## config.mk

```make
export PLATFORM = sky130hd
export DESIGN_NAME = mode_status
export DESIGN_NICKNAME = d
export VERILOG_FILES = /design/src/hw/mode_status.v /design/src/hw/sync2.v
export VERILOG_INCLUDE_DIRS = /design/src /design/src/hw
export SDC_FILE = /design/constraint.sdc
export NUM_CORES = 1
export LEC_CHECK = 0
export BUFFER_PORTS_ARGS = -buffer_cell sky130_fd_sc_hd__buf_2
export CORE_MARGIN = 2
export CORE_UTILIZATION = 55
export CTS_BUF_LIST = sky130_fd_sc_hd__clkbuf_8
export DETAILED_ROUTE_END_ITERATION = 10
export HOLD_SLACK_MARGIN = 0.08
export MAX_ROUTING_LAYER = met4
export PLACE_DENSITY = 0.73
export SLEW_MARGIN = 10
export SYNTH_ARGS = -nofsm -noshare
export SYNTH_HDL_FRONTEND = slang
export SYNTH_SLANG_ARGS = --single-unit
```

## constraint.sdc

```tcl
create_clock -name CLK -period 3.8 [get_ports CLK]
set_input_delay 0.19 -clock CLK [delete_from_list [all_inputs] [get_ports CLK]]
set_output_delay 0.19 -clock CLK [all_outputs]
set_load 0.05 [all_outputs]
```

## src/hw/mode_status_consts.vh

```
`ifndef MODE_STATUS_CONSTS_VH
`define MODE_STATUS_CONSTS_VH
// ----------------------------------------
// Register map
// ----------------------------------------
`define OFS_ADVERT        5'h04
`define OFS_PARTNER       5'h05
`define OFS_EXPANSION     5'h06
`define OFS_STATUS        5'h01
`define OFS_PCS_CFG       5'h17
`define OFS_IRQ_STATUS    5'h18
`define OFS_IRQ_MASK      5'h19
`define OFS_AN_CTRL       5'h1a
// ----------------------------------------
// Field positions
// ----------------------------------------
`define B_T4              15
`define B_100FD           14
`define B_100HD           13
`define B_10FD            12
`define B_10HD            11
`define B_PRE_OPT         6
`define B_AN_DONE         5
`define B_RFAULT          4
`define B_ADV_100FD       8
`define B_ADV_100HD       7
`define B_ADV_10FD        6
`define B_ADV_10HD        5
`define B_LP_RFAULT       13
`define B_PCS_PRE_EN      5
`define B_AN_ENABLE       0
`define B_AN_RESTART      1
`define IRQ_AN_DONE       0
`define IRQ_RFAULT        1
// ----------------------------------------
// Reset values
// ----------------------------------------
`define RST_ADVERT        16'h01e1
`define RST_PCS_CFG       16'h0000
`define RST_AN_CTRL       16'h0001
`define RST_IRQ           2'h0
// ----------------------------------------
// Timing
// ----------------------------------------
// Stable link code window, 1000 ns at 8 ns per cycle
`define AN_CYCLES         8'h7d
`endif

```

## src/hw/mode_status.v

```verilog
// The implementer's own choice: the strobed register port.
`timescale 1ns/1ns
`include "mode_status_consts.vh"
module mode_status (
	input  wire        CLK,
	input  wire        RESETN,
	input  wire [4:0]  ADDR,
	input  wire [15:0] WDATA,
	input  wire        WR,
	input  wire        RD,
	output reg  [15:0] RDATA,
	input  wire        LINK_CODE_OK,
	input  wire        LP_RFAULT_IN,
	input  wire        FAR_FAULT,
	input  wire        MGMT_PREAMBLE_SEEN,
	output reg         MGMT_FRAME_ACCEPT,
	output reg         IRQ
);
	// ----------------------------------------
	// Pin synchronisers
	// ----------------------------------------
	wire link_ok_s;
	wire lp_rf_s;
	wire far_s;
	wire pre_s;
	sync2 u_s0 (.clk(CLK), .resetn(RESETN), .d(LINK_CODE_OK),       .q(link_ok_s));
	sync2 u_s1 (.clk(CLK), .resetn(RESETN), .d(LP_RFAULT_IN),       .q(lp_rf_s));
	sync2 u_s2 (.clk(CLK), .resetn(RESETN), .d(FAR_FAULT),          .q(far_s));
	sync2 u_s3 (.clk(CLK), .resetn(RESETN), .d(MGMT_PREAMBLE_SEEN), .q(pre_s));

	function hit;
		input [4:0] a;
		input [4:0] ofs;
		begin
			hit = (a == ofs);
		end
	endfunction

	// ----------------------------------------
	// Control registers
	// ----------------------------------------
	reg [15:0] advert_r;
	reg [15:0] partner_r;
	reg [15:0] expansion_r;
	reg [15:0] pcs_cfg_r;
	reg [15:0] an_ctrl_r;
	reg [1:0]  irq_stat_r;
	reg [1:0]  irq_mask_r;
	reg        an_done_r;
	reg        rfault_r;
	reg [7:0]  an_cnt_r;
	reg        an_busy_r;

	wire an_en  = an_ctrl_r[`B_AN_ENABLE];
	wire wr_adv = WR && hit(ADDR, `OFS_ADVERT);
	wire wr_an  = WR && hit(ADDR, `OFS_AN_CTRL);
	wire restart = wr_adv || (wr_an && WDATA[`B_AN_RESTART]);

	// ----------------------------------------
	// Negotiation progress
	// ----------------------------------------
	// Completion requires a full window of stable link code, so the
	// partner and expansion words are captured before the flag rises.
	wire an_finish = an_busy_r && link_ok_s && (an_cnt_r == 8'h00);

	always @(posedge CLK or negedge RESETN) begin
		if (!RESETN) begin
			advert_r    <= `RST_ADVERT;
			pcs_cfg_r   <= `RST_PCS_CFG;
			an_ctrl_r   <= `RST_AN_CTRL;
			partner_r   <= 16'h0000;
			expansion_r <= 16'h0000;
			an_done_r   <= 1'b0;
			an_busy_r   <= 1'b1;
			an_cnt_r    <= `AN_CYCLES;
		end else begin
			if (wr_adv)
				advert_r <= WDATA;
			if (WR && hit(ADDR, `OFS_PCS_CFG))
				pcs_cfg_r <= WDATA;
			if (wr_an)
				an_ctrl_r <= {WDATA[15:2], 1'b0, WDATA[0]};
			if (restart || !an_en) begin
				an_done_r <= 1'b0;
				an_busy_r <= an_en || (wr_an && WDATA[`B_AN_ENABLE]);
				an_cnt_r  <= `AN_CYCLES;
			end else if (an_busy_r) begin
				if (!link_ok_s)
					an_cnt_r <= `AN_CYCLES;
				else if (an_cnt_r != 8'h00)
					an_cnt_r <= an_cnt_r - 8'h01;
				partner_r <= {2'h0, lp_rf_s, 13'h0001};
				expansion_r <= 16'h0001;
				if (an_finish) begin
					an_busy_r <= 1'b0;
					an_done_r <= 1'b1;
				end
			end
		end
	end

	// ----------------------------------------
	// Remote fault
	// ----------------------------------------
	wire rf_src = an_en ? (an_done_r && partner_r[`B_LP_RFAULT])
	                    : far_s;
	wire rd_stat = RD && hit(ADDR, `OFS_STATUS);

	always @(posedge CLK or negedge RESETN) begin
		if (!RESETN)
			rfault_r <= 1'b0;
		else if (rf_src)
			rfault_r <= 1'b1;
		else if (rd_stat)
			rfault_r <= 1'b0;
	end

	// ----------------------------------------
	// Status word
	// ----------------------------------------
	wire [15:0] status_w;
	assign status_w[`B_T4]      = 1'b0;
	assign status_w[`B_100FD]   = advert_r[`B_ADV_100FD];
	assign status_w[`B_100HD]   = advert_r[`B_ADV_100HD];
	assign status_w[`B_10FD]    = advert_r[`B_ADV_10FD];
	assign status_w[`B_10HD]    = advert_r[`B_ADV_10HD];
	assign status_w[10:7]       = 4'h0;
	assign status_w[`B_PRE_OPT] = ~pcs_cfg_r[`B_PCS_PRE_EN];
	assign status_w[`B_AN_DONE] = an_done_r;
	assign status_w[`B_RFAULT]  = rfault_r;
	assign status_w[3:0]        = 4'h0;

	// Optional flag high means preamble may be skipped.
	wire mgmt_preamble_optional_flag = status_w[`B_PRE_OPT];

	// ----------------------------------------
	// Interrupts
	// ----------------------------------------
	reg an_done_d_r;
	reg rfault_d_r;
	wire [1:0] ev = {rfault_r & ~rfault_d_r, an_done_r & ~an_done_d_r};
	wire wr_is = WR && hit(ADDR, `OFS_IRQ_STATUS);

	always @(posedge CLK or negedge RESETN) begin
		if (!RESETN) begin
			an_done_d_r <= 1'b0;
			rfault_d_r  <= 1'b0;
			irq_stat_r  <= `RST_IRQ;
			irq_mask_r  <= `RST_IRQ;
			IRQ         <= 1'b0;
		end else begin
			an_done_d_r <= an_done_r;
			rfault_d_r  <= rfault_r;
			irq_stat_r  <= ev | (irq_stat_r & ~(wr_is ? WDATA[1:0] : 2'h0));
			if (WR && hit(ADDR, `OFS_IRQ_MASK))
				irq_mask_r <= WDATA[1:0];
			IRQ <= |(irq_stat_r & irq_mask_r);
		end
	end

	// ----------------------------------------
	// Management frame gate
	// ----------------------------------------
	always @(posedge CLK or negedge RESETN) begin
		if (!RESETN)
			MGMT_FRAME_ACCEPT <= 1'b0;
		else
			MGMT_FRAME_ACCEPT <= mgmt_preamble_optional_flag | pre_s;
	end

	// ----------------------------------------
	// Read port
	// ----------------------------------------
	// Status offset decodes writes as nothing at all.
	always @(posedge CLK or negedge RESETN) begin
		if (!RESETN)
			RDATA <= 16'h0000;
		else if (RD) begin
			case (ADDR)
			`OFS_STATUS:     RDATA <= status_w;
			`OFS_ADVERT:     RDATA <= advert_r;
			`OFS_PARTNER:    RDATA <= partner_r;
			`OFS_EXPANSION:  RDATA <= expansion_r;
			`OFS_PCS_CFG:    RDATA <= pcs_cfg_r;
			`OFS_IRQ_STATUS: RDATA <= {14'h0000, irq_stat_r};
			`OFS_IRQ_MASK:   RDATA <= {14'h0000, irq_mask_r};
			`OFS_AN_CTRL:    RDATA <= an_ctrl_r;
			default:         RDATA <= 16'h0000;
			endcase
		end else
			RDATA <= 16'h0000;
	end
endmodule // mode_status

```

## src/hw/sync2.v

```verilog
`timescale 1ns/1ns
module sync2 (
	input  wire clk,
	input  wire resetn,
	input  wire d,
	output reg  q
);
	reg meta_r;
	always @(posedge clk or negedge resetn) begin
		if (!resetn) begin
			meta_r <= 1'b0;
			q      <= 1'b0;
		end else begin
			meta_r <= d;
			q      <= meta_r;
		end
	end
endmodule // sync2

```

### After elaboration in Yosys (flattened, before gate mapping)

Cells that the tools add are included.

| storage, ports and cells | value |
|---|---|
| register bits after elaboration | 93 |
| input port bits | 29 |
| output and inout bits | 18 |
| word-level logic and storage cells | 85 |

| operators by class | value |
|---|---|
| add/subtract/negate cells | 1 |
| equality and inequality tests | 9 |
| multiplexer cells | 16 |
| bitwise operators | 11 |
| reductions and logical operators | 24 |

Operators with widths:

| kind | count |
|---|---|
| 16-bit one-hot mux with 8 select lines | 1 |
| 8-bit 2-to-1 mux | 4 |
| 5-bit equality test (second input constant) | 4 |
| 16-bit 2-to-1 mux | 1 |
| 5-bit by 3-bit equality test with 1-bit output (second input constant) | 3 |
| 1-bit logical AND | 11 |
| 1-bit 2-to-1 mux | 9 |
| 8-bit zero test | 1 |
| 8-bit nonzero test | 1 |
| 8-bit by 1-bit subtractor with 8-bit output (second input constant) | 1 |
| 2-bit AND reduction | 3 |
| 2-bit nonzero test | 3 |
| 5-bit by 1-bit equality test with 1-bit output (second input constant) | 1 |
| 2-bit AND | 2 |
| 1-bit NOT | 4 |
| 1-bit logical OR | 3 |
| 3-bit inequality test (second input constant) | 1 |
| 1-bit AND | 2 |
| 2-bit 2-to-1 mux | 1 |
| 2-bit NOT | 1 |
| 2-bit OR | 1 |
| 2-bit OR reduction | 1 |
| 1-bit zero test | 1 |
| 1-bit OR | 1 |

### Depth between registers and ports, before layout

Gate-level depths: netlist (run 1).

| logic depth | value |
|---|---|
| depth in word-level cells | 7 |
| mapped depth | 7 |
| gate-level depth less buffers | 6 |

### Hierarchy

A second synthesis (run 1) with hierarchy kept.

| unflattened totals | value |
|---|---|
| cell total of the unflattened synthesis | 299 |
| area, all modules | 3913.8 um^2 |

Modules (own cells, without submodules):

| module | times used | cells each | area an instance (um^2) | seq. area each (um^2) |
|---|---|---|---|---|
| mode_status | 1 | 291 | 3713.6 | 2118.3 |
| sync2 | 4 | 2 | 50.0 | 50.0 |

### Worst setup path after synthesis (run 1)

Ideal clock, no wire load.

| path | value |
|---|---|
| path kind | register -> register |
| from | register an_cnt_r[0] |
| to | register an_cnt_r[3] |
| setup time | 0.090 ns |
| arrival time | 1.744 ns |
| required time | 3.710 ns |
| path slack | 1.966 ns |
| stages on the path, launching flop included | 7 |
| buffers on the path | 0 |
| clock period less this slack | 1.834 ns |
| cells stage by stage | dfstp_2 -> inv_1 -> ha_1 -> nor3b_1 -> a2111oi_0 -> mux2i_1 -> o21ai_0 |

| on the way | value |
|---|---|
| word-level cells in the longest chain between the ends | 5 |
| elaborated cells between the ends (all ways) | 8 |
| classes of those cells | add/sub: 1; eq/ne: 1; mux: 4; reduce/logical: 2 |

RTL lines:

| what | line | text |
|---|---|---|
| start, declared | mode_status.v:51 | `reg [7:0] an_cnt_r;` |
| start signal, assigned | mode_status.v:75 | `` an_cnt_r <= `AN_CYCLES; `` |
| start signal, assigned | mode_status.v:86 | `` an_cnt_r <= `AN_CYCLES; `` |
| start signal, assigned | mode_status.v:89 | `` an_cnt_r <= `AN_CYCLES; `` |
| 8-bit by 1-bit subtractor with 8-bit output | mode_status.v:91 | `an_cnt_r <= an_cnt_r - 8'h01;` |
| 8-bit 2-to-1 mux | mode_status.v:90 | `else if (an_cnt_r != 8'h00)` |
| 8-bit 2-to-1 mux | mode_status.v:88 | `if (!link_ok_s)` |
| 8-bit 2-to-1 mux | mode_status.v:87 | `end else if (an_busy_r) begin` |
| 8-bit 2-to-1 mux | mode_status.v:83 | `if (restart \|\| !an_en) begin` |

Parallel ways exist; a longest one is shown, timed or not. The select of a mux whose other input is x is not followed.
A chain may end at the register's enable or synchronous reset.

### Worst setup path in the final report (run 1)

| path | value |
|---|---|
| from | register an_cnt_r[1] |
| to | register an_cnt_r[2] |

Same word-level chain as after synthesis.

==> flow_summary.yaml, run 1 <==
setup_path:
  required_ns: 4.09
  r2r_slack_ns: 1.65
  critPathMaxFanout: 7
  worst-r2r-cell-count: 6
  startpoint_type: "register"
  end_kind: "register"
  worstSetupPathType: "register to register"
  cp.arrival_ns: 2.44
cts:
  htree_levels: 3
  insertion_delay_ns: 0.36
  cts_buffers: 9
  hold_buffers: 13
  cts_root_buf: "clkbuf_8"
  postCtsSetupBuffers: 0
  cts.sinks: 92
  clk_pin_slew_ns: 0.09
  cts.path.max_buffers: 2
  cts.repair.resized: 0
  cts_tree: "done"
logic_synthesis:
  ys.flop_type: "dfrtp_1"
  synth_compound_area_frac: 0.121
  ys_seq_area_frac: 0.587
  synth_mux_area_frac: 0.151
  async_flop_share: 1.00
  yosys_warnings: 0
  syn_nets: 335
  avgSynthCellArea_um2: 13.0
  synth_xor_area_frac: 0.00222
  synth_simple_gate_area_frac: 0.104
  synth_fa_ha_area_frac: 0.00633
  syn_inst: 304
  synth_top_family_by_area: "multiplexers"
  syn_area_um2: 3950
  synth_edf_count: 0
  ys_ff_latch: 92
  synth.distinct_cells: 51
routing:
  drtAntennaViolNets: 0
  wl_um: 8190
  avgRoutedWirePerCell_um: 17.6
  vias: 2700
  drc: 0
  drt_iter0_drc: 161
  routed_via_density: 5.81
  drtPass1Iterations: 4
timing:
  worst_slack_ns: 1.65
  period_needed_ns: 2.15
  max_slew_margin: 0.193
  skew_ns: 0.00715
  clock.fmax_mhz: 466
  finalSetupTns_ns: 0
  setup_violations: 0
  tightest_slew_ns: 1.21
  slew_violations: 0
  fin_crit_sh: 0.565
  rsz0062_at_grt: "no"
  finalHoldViolCount: 0
cells_and_area:
  final_cells: 465
  layout_common_cells: "dfrtp_1, buf_2, mux2_2"
  drive_gt1_frac: 0.369
  nets: 395
  antenna_cells: 0
  final_common_cell: "dfrtp_1"
  area_growth_pct: 15.5
  fillerInstances: 519
  register_area_um2: 2320
  multi_input_area_um2: 1520
die:
  pin_count: 47
  std_cell_rows: 30
  fp.dieH_um: 88.8
  fp.dieW_um: 88.8
  dieArea_um2: 7880
  core_area_um2: 6870
  start_util: 0.575
power_and_ir_drop:
  power_w: 0.00205
  power.density_nw_per_um2: 450
  clockPowerShare: 0.289
  pwr-share-seq: 0.585
  p_leak_nw: 2.04
  ir_drop_v: 0.000287
  intPower_w: 0.00150
  combPwrFrac: 0.126
  switching_power_w: 0.000554
  p_sw_frac: 0.270
placed_design:
  place_ws_ns: 1.72
  place_hpwl_um: 5200
  placed_cells_incl_taps: 436
  portBuffers: 46
  globalplace.congestion: 0.898
worst_hold_path:
  hp-class: "input pin to register"
  whs_path_depth: 2
grt:
  overflow: 0
  grt_pass1_wl_um: 13300
  grt.total_usage: 0.235
  grt_max_degree: 67
  grt_pass1_vias: 2675
  antenna_found_initial: 0
run_status:
  outcome: "completed"
run:
  cap_violations: 0
==> power by group through the flow <==
stage | combinational (W) | sequential (W) | clock [W]
finish | 0.000258 | 0.00120 | 0.000593
global route | 0.000285 | 0.00122 | 0.000659
CTS | 0.000261 | 0.00120 | 0.000611
detailed placement | 0.000251 | 0.00122 | 0
global placement | 0.000242 | 0.00121 | 0
floorplan | 0.000171 | 0.00120 | 0
==> cell usage after synthesis (3+ instances only) <==
| master | n | area share |
|---|---|---|
| dfrtp_1 | 79 | 0.50 |
| mux2_2 | 38 | 0.11 |
| a22oi_1 | 25 | 0.047 |
| a21oi_1 | 22 | 0.028 |
| nand2_1 | 17 | 0.016 |
| dfstp_2 | 13 | 0.086 |
| mux2_4 | 10 | 0.038 |
| inv_1 | 9 | 0.0085 |
| buf_2 | 8 | 0.010 |
| nand3_1 | 8 | 0.010 |
| nor2_1 | 7 | 0.0067 |
| nand2b_1 | 4 | 0.0063 |
| o21ai_0 | 4 | 0.0051 |
| a22o_1 | 3 | 0.0067 |
| a31oi_1 | 3 | 0.0048 |
| clkbuf_1 | 3 | 0.0028 |
| nor3_1 | 3 | 0.0038 |
==> metrics by stage <==
stage | instance area [um2] | utilization | hold WS [ns]
5_1_grt | 4560 | 0.664 | 0.0824
3_5_place_dp | 4260 | 0.620 | 0.300
3_3_place_gp | 4260 | 0.620 | 0.300
6_report | 4560 | 0.664 | 0.0947
4_1_cts | 4560 | 0.664 | 0.0817
2_1_floorplan | 3950 | - | -0.106
==> flip-flops by register name, indices dropped and copies added (netlist names), 2 cells and up <==
| name | count |
|---|---|
| irq_stat_r | 2 |
| irq_mask_r | 2 |
| partner_r | 2 |
| an_ctrl_r | 15 |
| advert_r | 16 |
| pcs_cfg_r | 16 |
| an_cnt_r | 8 |
| RDATA | 16 |
==> kinds of logic (layout without fill, tap and decap cells) <==
family                   Yosys count  after routing
AND/OR/NAND/NOR                   66             66
AO/OA/AOI/OAI                     70             70
flip-flops                        92             92
adder cells (fa/ha/maj)            2              2
buffers and inverters             23             88
multiplexers                      50             50
XOR/XNOR                           1              1
==> critical path, cell delays in order, from the launching register on <==
cell and delay [ns]:
dfrtp_1 0.45, inv_1 0.10, ha_1 0.16, nor3b_1 0.66, and2_1 0.29, o31ai_1 0.09, a221o_1 0.32
==> layout make-up <==
cell class              instances  area share
clock buffers                   9      0.0271
flip-flops and latches         92       0.508
inverters                       9     0.00740
multi-input cells             189       0.333
well taps                      96      0.0263
clock inverters                 7      0.0115
repair buffers                 63      0.0861
==> per-layer routing <==
layer	GRT usage	up-vias	routed length (um)
li1	-	1244	-
met4	0.0826	0	102
met5	-	-	0
met1	0.315	1369	3760
met2	0.347	74	3980
met3	0.0634	13	348
==> path summary, 6_finish.rpt <==
check | from | to
worst min register to register | u_s3.meta_r | u_s3.q
worst min-delay path | WDATA[7] | an_ctrl_r[7]
max in group asynchronous | RESETN | u_s0.q
worst max-delay path | an_cnt_r[1] | an_cnt_r[2]
min in group asynchronous | RESETN | partner_r[0]
worst max register to register | an_cnt_r[1] | an_cnt_r[2]
Power figures use the tool's default switching activity.
==> inputs of run 2 (changes only) <==
--- a/config.mk
+++ b/config.mk
@@ -6,6 +6,7 @@
 export SDC_FILE = /design/constraint.sdc
 export NUM_CORES = 1
 export LEC_CHECK = 0
+export ABC_AREA = 1
 export BUFFER_PORTS_ARGS = -buffer_cell sky130_fd_sc_hd__buf_2
 export CORE_MARGIN = 2
 export CORE_UTILIZATION = 55
==> constraint.sdc (replaced) <==
create_clock -name CLK -period 2.11 [get_ports CLK]
set_input_delay 0.1055 -clock CLK [delete_from_list [all_inputs] [get_ports CLK]]
set_output_delay 0.1055 -clock CLK [all_outputs]
set_load 0.05 [all_outputs]
==> run 2 against run 1 <==
Compared with the run above:
- total power rose by 100%
- routed wire length rose by 9.4%
- clock power rose by 100%
- sequential share of layout area fell by 2.5 points
- sequential power rose by 86%
- clock-buffer cell count did not move
==> flow_summary.yaml, run 2 <==
timing:
  period_needed_ns: 1.68
  max_slew_margin: 0.592
  finalSetupTns_ns: 0
  finalHoldViolCount: 0
  tightest_slew_ns: 0.610
  rsz0062_at_grt: "no"
  fin_crit_sh: 0.796
  clock.fmax_mhz: 596
  slew_violations: 0
  whs_ns: 0.131
  setup_violations: 0
  skew_ns: 0.0124
logic_synthesis:
  ys_ff_latch: 92
  synth_area_leaders: "dfrtp_1, nand2_1, dfstp_2"
  avgSynthCellArea_um2: 8.26
  synth_top_area_cell: "dfrtp_1"
  yosys_warnings: 0
  syn_inst: 485
  ys_seq_area_frac: 0.579
  ys.flop_type: "dfrtp_1"
  async_flop_share: 1.00
  synth.most_common_cell: "nand2_1"
  syn_area_um2: 4010
  yosys-top-cells-count: "nand2_1, dfrtp_1, inv_1"
  synth_edf_count: 0
  synth_top_area_share: 0.493
  syn_nets: 516
  synth.distinct_cells: 22
setup_path:
  end_kind: "register"
  startpoint_type: "register"
  critPathMaxFanout: 13
  required_ns: 2.40
  cp.arrival_ns: 1.97
  worstSetupPathType: "register to register"
cts:
  clk_pin_slew_ns: 0.09
  cts_tree: "done"
  htree_levels: 3
  postCtsSetupBuffers: 0
  cts_root_buf: "clkbuf_8"
  cts.sinks: 92
  cts.path.max_buffers: 2
  insertion_delay_ns: 0.36
  cts_buffers: 9
die:
  pin_count: 47
  start_util: 0.561
  std_cell_rows: 31
  fp.dieW_um: 89.3
  fp.dieH_um: 89.3
  dieArea_um2: 7980
  core_area_um2: 7140
cells_and_area:
  antenna_cells: 0
  nets: 590
  area_growth_pct: 19.7
  drive_gt1_frac: 0.163
  final_common_cell: "nand2_1"
  reg.largest.list: "RDATA x16, advert_r x16, pcs_cfg_r x16"
  layout_common_cells: "nand2_1, dfrtp_1, inv_1"
  fillerInstances: 646
grt:
  grt.total_usage: 0.257
  grt_pass1_wl_um: 15000
  grt_max_degree: 55
  overflow: 0
  grt_pass1_vias: 3271
  antenna_found_initial: 0
routing:
  drt_iter0_drc: 238
  avgRoutedWirePerCell_um: 13.5
  vias: 3414
  wl_um: 8970
  drtAntennaViolNets: 0
  drc: 0
  drtPass1Iterations: 5
  routed_via_density: 5.15
power_and_ir_drop:
  power.density_nw_per_um2: 867
  ir_drop_v: 0.000644
  p_leak_nw: 2.50
placed_design:
  place_hpwl_um: 6110
  globalplace.congestion: 0.874
  portBuffers: 46
worst_hold_path:
  hp-class: "input pin to register"
run:
  cap_violations: 0
run_status:
  outcome: "completed"
-- run 2: cell count changes in the layout (fill, tap and decap cells not counted), moves of 18 or more --
cell     change
a21oi_1     -19
a22oi_1     -25
inv_1       +49
mux2_2      -38
nand2_1    +143
nand3_1     +18
nor2_1      +34
o21ai_0     +42
o21ai_1     +24
-- run 2: report_power, final --
group          total [W]  leakage [nW]  internal (W)  switching, W
clock network    0.00119         0.106      0.000559      0.000633
logic           0.000729          1.28      0.000253      0.000477
registers        0.00223          1.11       0.00208      0.000153
total            0.00416          2.50       0.00289       0.00126
-- run 2: critical path: stages, from the launching register on --
cell and delay [ns]:
dfstp_2 0.55, inv_1 0.07, ha_1 0.21, nand2_1 0.07, nor2_1 0.05, nand2_1 0.07, nand2_1 0.23, inv_1 0.21
nand2_1 0.07, nand3_1 0.09
-- run 2: logic make-up (layout without fill, tap and decap cells) --
group           Yosys count  in the layout  share of synthesized area
flops                    92             92                      0.579
simple gates            240            240                      0.243
fa+ha+maj                 2              2                    0.00625
compound gates           76             76                     0.0971
buf+inv                  75            154                     0.0749
-- run 2: timing repair --
item | in CTS | in global routing
gates resized for setup | 0 | 0
hold buffers | 22 | 0
hold endpoints to repair | 95 | 0
-- run 2: final timing paths --
kind / slack, ns / cells past startpoint / to / start
hold / removal: 0.13 / 3 / irq_mask_r[1] / WR
max in group asynchronous: 1.14 / 3 / an_cnt_r[0] / RESETN
min in group asynchronous: 0.24 / 2 / advert_r[9] / RESETN
setup reg to reg: 0.43 / 9 / an_cnt_r[0] / an_cnt_r[0]
setup / recovery: 0.43 / 9 / an_cnt_r[0] / an_cnt_r[0]
hold reg to reg: 0.36 / 0 / u_s1.q / u_s1.meta_r
-- run 2: layout make-up --
cell class              instances  area [um2]  share of cell area
flip-flops and latches         92        2320               0.484
inverters                      63         236              0.0493
well taps                      99         124              0.0258
repair buffers                 75         531               0.111
clock inverters                 7        73.8              0.0154
clock buffers                   9         124              0.0258
multi-input cells             318        1390               0.289
-- run 2: per-stage QoR --
stage	utilization	area [um2]	cells	setup WS, ns	power [W]
2_1_floorplan	-	4010	485	0.638	0.00271
3_3_place_gp	0.613	4380	625	0.505	0.00292
3_5_place_dp	0.613	4380	625	0.437	0.00296
4_1_cts	0.672	4790	663	0.426	0.00419
5_1_grt	0.672	4790	663	0.267	0.00440
6_report	0.672	4790	663	0.431	0.00416
-- run 2: per-layer routing --
| metal | share of wire | vias to the layer above | global-route usage |
|---|---|---|---|
| met3 | 0.055 | 11 | 0.0536 |
| met1 | 0.47 | 1641 | 0.368 |
| li1 | - | 1659 | - |
| met5 | 0 | - | - |
| met4 | 0.0095 | 0 | 0.0787 |
| met2 | 0.46 | 103 | 0.372 |
